[config.mk]
export PLATFORM = sky130hd
export DESIGN_NAME = swel_core
export DESIGN_NICKNAME = d
export VERILOG_FILES = /design/src/rtl/swel_pkg.sv /design/src/rtl/swel_edge.sv /design/src/rtl/swel_core.sv
export SDC_FILE = /design/constraint.sdc
export NUM_CORES = 1
export LEC_CHECK = 0
export ABC_AREA = 1
export BUFFER_PORTS_ARGS = -buffer_cell sky130_fd_sc_hd__clkbuf_2
export CAP_MARGIN = 20
export CORE_MARGIN = 1.5
export CORE_UTILIZATION = 57
export DETAILED_ROUTE_END_ITERATION = 12
export GPL_TIMING_DRIVEN = 0
export HOLD_SLACK_MARGIN = 0.08
export PLACE_DENSITY = 0.93
export SYNTH_ARGS = -nofsm -noshare
export SYNTH_HDL_FRONTEND = slang
export SYNTH_SLANG_ARGS = --single-unit
[constraint.sdc]
create_clock -name clk -period 3.8 [get_ports clk]
set_clock_uncertainty 0.1 [all_clocks]
set_input_delay 0.38 -clock clk [delete_from_list [all_inputs] [get_ports clk]]
set_output_delay 0.38 -clock clk [all_outputs]
set_load 0.02 [all_outputs]
[src/rtl/swel_pkg.sv]
// Function
// - The block holds one of three sleep states (S3, S4, S5) or working, and wake checks depend on it.
// - In S3, S4 or S5 the power button, SMBus alert, PCIe wake and watchdog button event always wake.
// - The general wake input wakes only from S3 and is ignored in S4 and S5.
// - PME wakes only when the device PME enable or the global resume-on-PME enable is set.
// - The RTC alarm wakes only when its resume is enabled and configured, and only from S5.
// - A USB event wakes from S3 or S4 only when USB wakeup is enabled and the device may wake.
// - A USB wake from S3 also needs the USB detect logic to be on standby power.
// - A LAN event wakes only when wake-on-LAN is configured, otherwise it is ignored.
// - Inputs whose names end in _n are asserted low and all others are asserted high.
package swel_pkg;

    // bus geometry
    localparam int ADDR_W = 8;
    localparam int DATA_W = 32;

    // register byte offsets
    localparam logic [ADDR_W-1:0] OFS_CTRL     = 8'h00;
    localparam logic [ADDR_W-1:0] OFS_ENABLE   = 8'h04;
    localparam logic [ADDR_W-1:0] OFS_STATUS   = 8'h08;
    localparam logic [ADDR_W-1:0] OFS_INT_STAT = 8'h0C;
    localparam logic [ADDR_W-1:0] OFS_INT_MASK = 8'h10;

    // wake source indices
    localparam int NSRC     = 9;
    localparam int SRC_PWRBTN = 0;
    localparam int SRC_SMBALR = 1;
    localparam int SRC_PCIEWK = 2;
    localparam int SRC_WDTBTN = 3;
    localparam int SRC_GENWK  = 4;
    localparam int SRC_PME    = 5;
    localparam int SRC_LAN    = 6;
    localparam int SRC_USB    = 7;
    localparam int SRC_RTC    = 8;

    // sources whose pin is asserted low
    localparam logic [NSRC-1:0] SRC_ACT_LOW = 9'h037;

    // enable register fields
    localparam int EN_LAN_WOL   = 0;
    localparam int EN_PME_GLOB  = 1;
    localparam int EN_PME_DEV   = 2;
    localparam int EN_USB_WAKE  = 3;
    localparam int EN_USB_ALLOW = 4;
    localparam int EN_RTC_RES   = 5;
    localparam int EN_RTC_CFG   = 6;
    localparam int EN_W         = 7;

    // control register sleep request codes
    localparam logic [1:0] CODE_WORK = 2'h0;
    localparam logic [1:0] CODE_S3   = 2'h1;
    localparam logic [1:0] CODE_S4   = 2'h2;
    localparam logic [1:0] CODE_S5   = 2'h3;

    // status register fields
    localparam int ST_STATE_LSB = 0;
    localparam int ST_SRC_LSB   = 4;
    localparam int ST_LVL_LSB   = 16;

    // interrupt status layout: one bit per source, then sleep entry
    localparam int INT_W     = 10;
    localparam int INT_SLEEP = 9;

    // values after reset
    localparam logic [EN_W-1:0]   RST_ENABLE   = 7'h00;
    localparam logic [INT_W-1:0]  RST_INT_MASK = 10'h000;
    localparam logic [NSRC-1:0]   RST_SRC      = 9'h000;
    localparam logic [DATA_W-1:0] RST_RDATA    = 32'h0000_0000;

    // power states
    typedef enum logic [1:0] {
        SWEL_WORK,
        SWEL_S3,
        SWEL_S4,
        SWEL_S5
    } swel_state_t;

endpackage : swel_pkg

[src/rtl/swel_edge.sv]
`timescale 1ns/100ps
module swel_edge (
    input  wire logic                      clk,
    input  wire logic                      rst,
    input  wire logic                      ce,
    input  wire logic [swel_pkg::NSRC-1:0] pins,
    output logic      [swel_pkg::NSRC-1:0] asserted,
    output logic      [swel_pkg::NSRC-1:0] rise
);
    import swel_pkg::*;

    typedef struct packed {
        logic [NSRC-1:0] prev;
    } swel_edge_st_t;

    swel_edge_st_t st_reg;
    swel_edge_st_t st_next;

    // fold pin polarity into one asserted-high vector
    for (genvar i = 0; i < NSRC; i++) begin : g_pol
        assign asserted[i] = SRC_ACT_LOW[i] ? ~pins[i] : pins[i];
    end

    // a held level counts once, only on its leading edge
    assign rise = asserted & ~st_reg.prev;

    // next state
    always_comb begin
        st_next      = st_reg;
        st_next.prev = asserted;
    end

    // state register
    always_ff @(posedge clk or posedge rst) begin
        if (rst) begin
            st_reg.prev <= RST_SRC;
        end else if (ce) begin
            st_reg <= st_next;
        end
    end

endmodule : swel_edge

[src/rtl/swel_core.sv]
`timescale 1ns/100ps
module swel_core (
    input  wire logic                        clk,
    input  wire logic                        rst,
    input  wire logic                        ce,
    // register port
    input  wire logic [swel_pkg::ADDR_W-1:0] addr,
    input  wire logic [swel_pkg::DATA_W-1:0] wr_data,
    input  wire logic                        wr_en,
    input  wire logic                        rd_en,
    output logic      [swel_pkg::DATA_W-1:0] rd_data,
    // wake inputs
    input  wire logic                        pwrbtn_n,
    input  wire logic                        smb_alert_n,
    input  wire logic                        pcie_wake_n,
    input  wire logic                        wdt_pwrbtn,
    input  wire logic                        gen_wake_n,
    input  wire logic                        pme_n,
    input  wire logic                        lan_wake,
    input  wire logic                        usb_wake,
    input  wire logic                        rtc_alarm,
    input  wire logic                        usb_on_standby,
    // state and event outputs
    output logic                             sleep_s3_n,
    output logic                             sleep_s4_n,
    output logic                             sleep_s5_n,
    output logic                             wake_pulse,
    output logic      [swel_pkg::NSRC-1:0]   wake_src,
    output logic                             irq
);
    import swel_pkg::*;

    // whole state of the block
    typedef struct packed {
        swel_state_t       state;
        logic [EN_W-1:0]   enable;
        logic [INT_W-1:0]  int_stat;
        logic [INT_W-1:0]  int_mask;
        logic [NSRC-1:0]   last_src;
        logic              wake_pulse;
        logic [2:0]        sleep_n;
        logic [DATA_W-1:0] rdata;
    } swel_st_t;

    swel_st_t st_reg;
    swel_st_t st_next;

    logic [NSRC-1:0] pins;
    logic [NSRC-1:0] asserted;
    logic [NSRC-1:0] rise;
    logic [NSRC-1:0] qual;
    logic [NSRC-1:0] first;
    logic            any_wake;
    logic            sleep_req;
    logic [1:0]      req_code;

    // code of a power state as software sees it
    function automatic logic [1:0] swel_code(input swel_state_t s);
        logic [1:0] c;
        c = CODE_WORK;
        unique case (s)
            SWEL_WORK: c = CODE_WORK;
            SWEL_S3:   c = CODE_S3;
            SWEL_S4:   c = CODE_S4;
            SWEL_S5:   c = CODE_S5;
        endcase
        return c;
    endfunction : swel_code

    // power state for a requested code
    function automatic swel_state_t swel_decode(input logic [1:0] c);
        swel_state_t s;
        s = SWEL_WORK;
        unique case (c)
            CODE_WORK: s = SWEL_WORK;
            CODE_S3:   s = SWEL_S3;
            CODE_S4:   s = SWEL_S4;
            CODE_S5:   s = SWEL_S5;
        endcase
        return s;
    endfunction : swel_decode

    // active-low sleep pins for a state
    function automatic logic [2:0] swel_pins(input swel_state_t s);
        logic [2:0] p;
        p    = 3'h7;
        p[0] = (s != SWEL_S3);
        p[1] = (s != SWEL_S4);
        p[2] = (s != SWEL_S5);
        return p;
    endfunction : swel_pins

    // gather the wake pins in source order
    always_comb begin
        pins             = '0;
        pins[SRC_PWRBTN] = pwrbtn_n;
        pins[SRC_SMBALR] = smb_alert_n;
        pins[SRC_PCIEWK] = pcie_wake_n;
        pins[SRC_WDTBTN] = wdt_pwrbtn;
        pins[SRC_GENWK]  = gen_wake_n;
        pins[SRC_PME]    = pme_n;
        pins[SRC_LAN]    = lan_wake;
        pins[SRC_USB]    = usb_wake;
        pins[SRC_RTC]    = rtc_alarm;
    end

    // polarity and edge detection of all wake sources
    swel_edge u_edge (
        .clk      (clk),
        .rst      (rst),
        .ce       (ce),
        .pins     (pins),
        .asserted (asserted),
        .rise     (rise)
    );

    // qualify each wake edge against the state and its enables
    always_comb begin
        qual = '0;
        if (st_reg.state != SWEL_WORK) begin
            // unconditional in any sleep state
            qual[SRC_PWRBTN] = rise[SRC_PWRBTN];
            qual[SRC_SMBALR] = rise[SRC_SMBALR];
            qual[SRC_PCIEWK] = rise[SRC_PCIEWK];
            qual[SRC_WDTBTN] = rise[SRC_WDTBTN];
            // general wake only from suspend-to-RAM
            qual[SRC_GENWK]  = rise[SRC_GENWK] && (st_reg.state == SWEL_S3);
            // either PME enable suffices
            qual[SRC_PME]    = rise[SRC_PME]
                               && (st_reg.enable[EN_PME_GLOB]
                                   || st_reg.enable[EN_PME_DEV]);
            // LAN needs wake-on-LAN configured
            qual[SRC_LAN]    = rise[SRC_LAN] && st_reg.enable[EN_LAN_WOL];
            // USB from S3 or S4 with both enables
            qual[SRC_USB]    = rise[SRC_USB]
                               && st_reg.enable[EN_USB_WAKE]
                               && st_reg.enable[EN_USB_ALLOW]
                               && ((st_reg.state == SWEL_S3 && usb_on_standby)
                                   || st_reg.state == SWEL_S4);
            // RTC alarm only from soft-off, enabled and configured
            qual[SRC_RTC]    = rise[SRC_RTC]
                               && st_reg.enable[EN_RTC_RES]
                               && st_reg.enable[EN_RTC_CFG]
                               && (st_reg.state == SWEL_S5);
        end
    end

    // lowest index wins when several sources wake together
    always_comb begin
        first = '0;
        for (int i = NSRC - 1; i >= 0; i--) begin
            if (qual[i]) begin
                first    = '0;
                first[i] = 1'b1;
            end
        end
    end

    assign any_wake  = |qual;
    assign req_code  = wr_data[1:0];
    assign sleep_req = wr_en && (addr == OFS_CTRL) && (req_code != CODE_WORK);

    // next state of the whole block
    always_comb begin
        logic [INT_W-1:0] set;
        logic [INT_W-1:0] clr;
        st_next            = st_reg;
        set                = '0;
        clr                = '0;
        st_next.wake_pulse = 1'b0;

        // power state sequencing
        unique case (st_reg.state)
            SWEL_WORK: begin
                // software enters a sleep state from working only
                if (sleep_req) begin
                    st_next.state      = swel_decode(req_code);
                    set[INT_SLEEP]     = 1'b1;
                end
            end
            SWEL_S3, SWEL_S4, SWEL_S5: begin
                // a qualified source returns to working
                if (any_wake) begin
                    st_next.state      = SWEL_WORK;
                    st_next.wake_pulse = 1'b1;
                    st_next.last_src   = first;
                    set[NSRC-1:0]      = first;
                end
            end
        endcase

        // registered sleep pins follow the next state
        st_next.sleep_n = swel_pins(st_next.state);

        // register writes
        if (wr_en) begin
            unique case (addr)
                OFS_ENABLE:   st_next.enable   = wr_data[EN_W-1:0];
                OFS_INT_MASK: st_next.int_mask = wr_data[INT_W-1:0];
                default: ;
            endcase
        end

        // register reads, data valid the cycle after the strobe
        st_next.rdata = RST_RDATA;
        if (rd_en) begin
            unique case (addr)
                OFS_CTRL: begin
                    st_next.rdata[1:0] = swel_code(st_reg.state);
                end
                OFS_ENABLE: begin
                    st_next.rdata[EN_W-1:0] = st_reg.enable;
                end
                OFS_STATUS: begin
                    st_next.rdata[ST_STATE_LSB +: 2]  = swel_code(st_reg.state);
                    st_next.rdata[ST_SRC_LSB +: NSRC] = st_reg.last_src;
                    st_next.rdata[ST_LVL_LSB +: NSRC] = asserted;
                end
                OFS_INT_STAT: begin
                    st_next.rdata[INT_W-1:0] = st_reg.int_stat;
                    clr                      = st_reg.int_stat;
                end
                OFS_INT_MASK: begin
                    st_next.rdata[INT_W-1:0] = st_reg.int_mask;
                end
                default: ;
            endcase
        end

        // sticky events; a new event beats the read clear
        st_next.int_stat = (st_reg.int_stat & ~clr) | set;
    end

    // state register
    always_ff @(posedge clk or posedge rst) begin
        if (rst) begin
            st_reg.state      <= SWEL_WORK;
            st_reg.enable     <= RST_ENABLE;
            st_reg.int_stat   <= '0;
            st_reg.int_mask   <= RST_INT_MASK;
            st_reg.last_src   <= RST_SRC;
            st_reg.wake_pulse <= 1'b0;
            st_reg.sleep_n    <= 3'h7;
            st_reg.rdata      <= RST_RDATA;
        end else if (ce) begin
            st_reg <= st_next;
        end
    end

    // outputs straight from the state register
    assign rd_data    = st_reg.rdata;
    assign sleep_s3_n = st_reg.sleep_n[0];
    assign sleep_s4_n = st_reg.sleep_n[1];
    assign sleep_s5_n = st_reg.sleep_n[2];
    assign wake_pulse = st_reg.wake_pulse;
    assign wake_src   = st_reg.last_src;

    // level interrupt while any unmasked event is pending
    assign irq = |(st_reg.int_stat & st_reg.int_mask);

endmodule : swel_core

* Word level (Yosys, flattened, before mapping)
Index checks and enable logic that the tools add are counted.
** Word-level totals
- Register bits after elaboration :: 73
- Input port bits :: 55
- Output and inout bits :: 46
- Word-level logic and storage cells :: 90
** Operators by class
- Equality and inequality tests :: 13
- Mux-type cells :: 31
- Bitwise logic cells :: 11
- Reduce and logical (&&, ||, !) cells :: 26
** Operators by type and width (number)
- two-way mux 9 bit :: 14
- case mux 2 bit (4 select lines) :: 3
- AND 10 bit :: 2
- two-way mux 10 bit :: 2
- equality test 8 x 4 -> 1 bit, second input constant :: 2
- two-way mux 13 bit :: 1
- logical AND 1 bit :: 12
- case mux 3 bit (4 select lines) :: 1
- inverter 10 bit :: 1
- OR 10 bit :: 1
- OR reduction 10 bit :: 1
- AND 9 bit :: 1
- inverter 9 bit :: 1
- case mux 3 bit (3 select lines) :: 1
- AND reduction 3 bit :: 3
- OR reduction 9 bit :: 1
- equality test 2 bit, second input constant :: 4
- equality test 8 x 3 -> 1 bit, second input constant :: 1
- equality test 8 x 5 -> 1 bit, second input constant :: 1
- zero test 8 bit :: 1
- case mux 2 bit (3 select lines) :: 1
- inverter 1 bit :: 5
- equality test 2 x 1 -> 1 bit, second input constant :: 2
- zero test 2 bit :: 2
- other kinds (10) :: 17

* Logic depth before layout (Yosys ltp)
- Word-level depth :: 18
- Gate-level depth with buffers :: 11
- Gate-level depth less buffers :: 11

* Modules after synthesis
Synthesis repeated with hierarchy kept, for this count alone.
** Second synthesis, totals
- Cells, all modules :: 495
- Area total of the unflattened synthesis :: 3955.0 µm²
** Modules (own cells, without submodules)
- swel_core :: times used 1, cells each 434, area each 3512.1 µm², sequential area each 1605.3 µm²
- swel_edge :: times used 1, cells each 61, area each 442.9 µm², sequential area each 225.2 µm²

* Least setup slack after synthesis
No wires, ideal clock.
- Path kind :: flip-flop to flip-flop
- Start point :: reg st_reg[73] in the netlist's numbering
- End point :: reg st_reg[60] in the netlist's numbering
- Library setup time :: 0.121 ns
- Data arrival time :: 1.350 ns
- Data required time :: 3.579 ns
- Path slack :: 2.229 ns
- Cell stages (with the launch flop) :: 11
- Buffers on the path :: 0
- Clock period less this slack :: 1.571 ns
- Cell sequence :: dfrtp_1 nor2_4 nor2_2 nor2_2 nand3_2 inv_2 nand2_4 nand2_8 inv_8 nand2_2 nand2_1
** On the way
- Word-level cells in the longest chain between the ends :: 16
- Elaborated cells on any way between the ends :: 23
- Those cells by class :: eq/ne: 3; mux: 11; bitwise: 1; reduce/logical: 8
** Ends and longest elaborated chain
- from (decl) :: line swel_core.sv:45 : swel_st_t st_reg;
- from (signal assigned) :: line swel_core.sv:246 : st_reg <= st_next;
- equality test 2 x 1 -> 1 bit :: line swel_core.sv:127, swel_core.sv:138, swel_core.sv:173
- logical AND 1 bit :: line swel_core.sv:138 : && ((st_reg.state == SWEL_S3 && usb_on_standby)
- logical OR 1 bit :: line swel_core.sv:139 : || st_reg.state == SWEL_S4);
- logical AND 1 bit :: line swel_core.sv:138
- two-way mux 9 bit :: line swel_core.sv:120 : if (st_reg.state != SWEL_WORK) begin
- two-way mux 9 bit (8 in a row) :: line swel_core.sv:152 : if (qual[i]) begin
- two-way mux 9 bit :: line swel_core.sv:183 : if (any_wake) begin
- two-way mux 9 bit (*) :: line swel_core.sv:173 : unique case (st_reg.state)
- OR 10 bit (*) :: line swel_core.sv:231 : st_next.int_stat = (st_reg.int_stat & ~clr) | set;
Mark *: on every way between the ends. The rest lies on a longest branch, timed or not.
A chain may end at the register's enable or synchronous reset.

* Worst setup path after layout
- Start point :: reg st_reg[53] in the netlist's numbering
- End point :: out irq
** On the way
- Word-level cells in the longest chain between the ends :: 2
** Ends and longest elaborated chain
- AND 10 bit :: line swel_core.sv:259 : assign irq = |(st_reg.int_stat & st_reg.int_mask);
- OR reduction 10 bit :: line swel_core.sv:259
- to (decl) :: line swel_core.sv:29 : output logic irq
Every way passes these cells.

==> summary.md <==
| Metric | Value |
|---|---|
| Routability cong. | `0.958` |
| Tmin final | `2.04 ns` |
| Post-synth top flop | `dfrtp_1` |
| Total track usage | `26.0%` |
| Inserted Diodes | `0` |
| Initial Util | `59.6%` |
| Setup crit start kind | `register` |
| Mapped Cells | `460` |
| Period utilisation layout | `53.6%` |
| Post-CTS Setup Bufs | `0` |
| Critical setup path kind | `register to primary output` |
| RSZ-0062 raised after global routing | `no` |
| DRC viols | `0` |
| Warnings from Yosys | `0` |
| Cts hold-fix bufs | `0` |
| Leading post-synthesis cells by cell area | `dfrtp_1 (46%), nand2_1 (13%), buf_4 (8.1%)` |
| H-Tree Level Count | `3` |
| CORE AREA | `6390 µm²` |
| # rows | `29` |
| Via count of the first global-routing pass | `3135` |
| Crit-path slowest cell | `dfrtp_1` |
| Port bufs | `68` |
| CTS tree | `done` |
| PD cells | `418 nW/µm²` |
| CTS buffer count | `9` |
| Most common cell in the netlist | `nand2_1` |
| Final WL | `9.02 mm` |
| Slew Viols, Final | `0` |
| GRT Residual Overflow | `0` |
| VDD IR-drop max | `0.000304 V` |
| Clk sinks | `73` |
| Max clock buf depth | `2` |
| Slew HR | `41.8%` |
| Initial DRC Count | `332` |
| Max Fanout on Critical Path | `3` |
| CP arrival | `1.56 ns` |
| Setup_tns | `0 ns` |
| Die span in x | `84.7 µm` |
| DRT Pass-1 Iters | `5` |
| Post-synthesis register bit count | `73` |
| Hold Slack | `0.120 ns` |
| Synth cell count leaders | `nand2_1 (130), dfrtp_1 (70), o21ai_0 (48), inv_1 (45), buf_4 (41)` |
| Remaining antenna violation count | `0` |
| Layout cells sized above 1 | `30.0%` |
| Final setup violating endpoints | `0` |
| Area Growth Syn to Fin | `18.1%` |
| Die area | `7180 µm²` |
| Die height | `84.7 µm` |
| Max Clk Rate | `491 MHz` |
| Synth area leader | `dfrtp_1` |
| Setup crit end kind | `primary output` |
| Asr flop ratio synth | `100%` |
| Outcome | `complete, no violations` |
| Post-DP HPWL | `6.68 mm` |
| Clock Latency Late Sink | `0.34 ns` |
| Critical Path RT | `3.32 ns` |
| Min-Delay Path Class | `input pin to async pin` |
| Post-synthesis cell area | `3810 µm²` |
| R2r setup slk | `1.96 ns` |
| Global-route wire length before repair | `14.8 mm` |
| Number of synthesized flops with an enable pin | `0` |
| CP cell instances | `inv_1, o22ai_1, a221oi_1, nand4_1, clkbuf_2` |
| Initial antenna violation count | `0` |
| Slowest cell delay on critical path | `0.36 ns` |
| Vias | `3330` |
| Clock transition at the registers of the reported paths | `0.08 ns` |
| Share of the synthesized area in the top cell type | `46.0%` |
| Vias/cell | `5.29` |
| Largest net degree at the start of global routing | `74` |
| Yosys cell types | `36` |
| Mean Syn Cell Area | `8.27 µm²` |
| Number of max-cap violations | `0` |
| Final layout net count | `603` |
| Number of flip-flops in the largest register | `29` |
| Final Hold Fails | `0` |
| Leakage | `2.47 nW` |
| Wire length per cell | `14.3 µm` |
| Root Driver | `clkbuf_8` |
| Cts repair resizes | `0` |
| Ports | `101` |
| Worst-Margin Slew | `0.873 ns` |
| Post-synthesis sequential area ratio | `48.1%` |
## metrics by stage
step / instance area (µm²) / std cells / power, mW / worst slack (ns) / utilization (%)
CTS: 4490 / 630 / 1.88 / 1.80 / 70.4
finish: 4490 / 630 / 1.88 / 1.76 / 70.4
global route: 4490 / 630 / 1.96 / 1.74 / 70.4
detailed placement: 4280 / 614 / 1.25 / 1.86 / 67.0
floorplan: 3840 / 469 / 1.14 / 1.47 / -
global placement: 4280 / 614 / 1.23 / 0.786 / 67.0
## layout make-up
class,instances,area (µm²)
Multi-Input combinational cell,296,1460
Inverter,49,194
Buffer,51,363
Fill cell,492,1890
Clock buffer,12,165
Sequential cell,73,1830
Clock inverter,4,50.0
Timing Repair Buffer,68,340
Tap cell,77,96.3
## cells in the final DEF, fill, tap and decap left out, types with 2 or more instances in the layout
cell type	count
nor2_2	7
nand3_2	3
o21ai_1	3
nand3b_1	2
nand3_1	17
nand2_1	130
nor3_1	7
clkbuf_2	68
o22ai_1	2
clkbuf_1	8
nor2_1	20
o211ai_1	3
nor2_4	2
conb_1	10
inv_2	3
a221oi_1	2
dfrtp_1	70
clkbuf_8	13
inv_1	44
o21ai_0	48
nand4_1	12
clkinvlp_4	2
dfstp_2	3
nand2_2	6
a21oi_1	6
o21ai_2	3
buf_4	41
nor3_4	2
nand2_4	4
## worst paths after layout
| kind | cells past startpoint | endpoint | start |
|---|---|---|---|
| max in group asynchronous | 2 | u_edge.st_reg[6]$_DFFE_PP0P_ | rst |
| max | 5 | irq | st_reg[53]$_DFFE_PP0P_ |
| min reg2reg | 2 | rd_data[7]$_DFFE_PP0P_ | rd_data[7]$_DFFE_PP0P_ |
| min | 2 | rd_data[21]$_DFFE_PP0P_ | rst |
| max reg2reg | 10 | wake_src[7]$_DFFE_PP0P_ | st_reg[73]$_DFFE_PP0P_ |
| min in group clk | 2 | rd_data[20]$_DFFE_PP0P_ | gen_wake_n |
## metal layers
metal  routed length [µm]  track usage, %  part of all wire [%]
met4                  162            10.1                   1.8
met5                    0               0                     0
met3                  668            4.03                   7.4
met1                 3860            36.3                    43
met2                 4330            41.2                    48
## worst max-delay path, delay by kind of cell (launching register included)
| kind | cells | cell delay (ns) |
|---|---|---|
| buffers and inverters | 2 | 0.30 |
| DFF | 1 | 0.36 |
| AOI/OAI and AO/OA | 2 | 0.38 |
| and+or+nand+nor | 1 | 0.18 |
## power breakdown
| part | total (mW) | leakage [nW] | internal [mW] | switching, mW |
|---|---|---|---|---|
| Combinational | 0.348 | 1.43 | 0.125 | 0.223 |
| Sequential | 0.889 | 0.936 | 0.839 | 0.0497 |
| Clock | 0.643 | 0.105 | 0.356 | 0.287 |
| Total | 1.88 | 2.47 | 1.32 | 0.560 |
## kinds of logic (layout without fill, tap and decap cells)
| kind of cell | count (synthesis) | after routing | synth area share (%) |
|---|---|---|---|
| and+or+nand+nor | 216 | 216 | 27.0 |
| buffers and inverters | 100 | 184 | 14.6 |
| other | 1 | 10 | 0.0985 |
| AOI/OAI and AO/OA | 70 | 70 | 10.2 |
| DFF | 73 | 73 | 48.1 |
No activity file was read; power rests on OpenSTA's default activity.
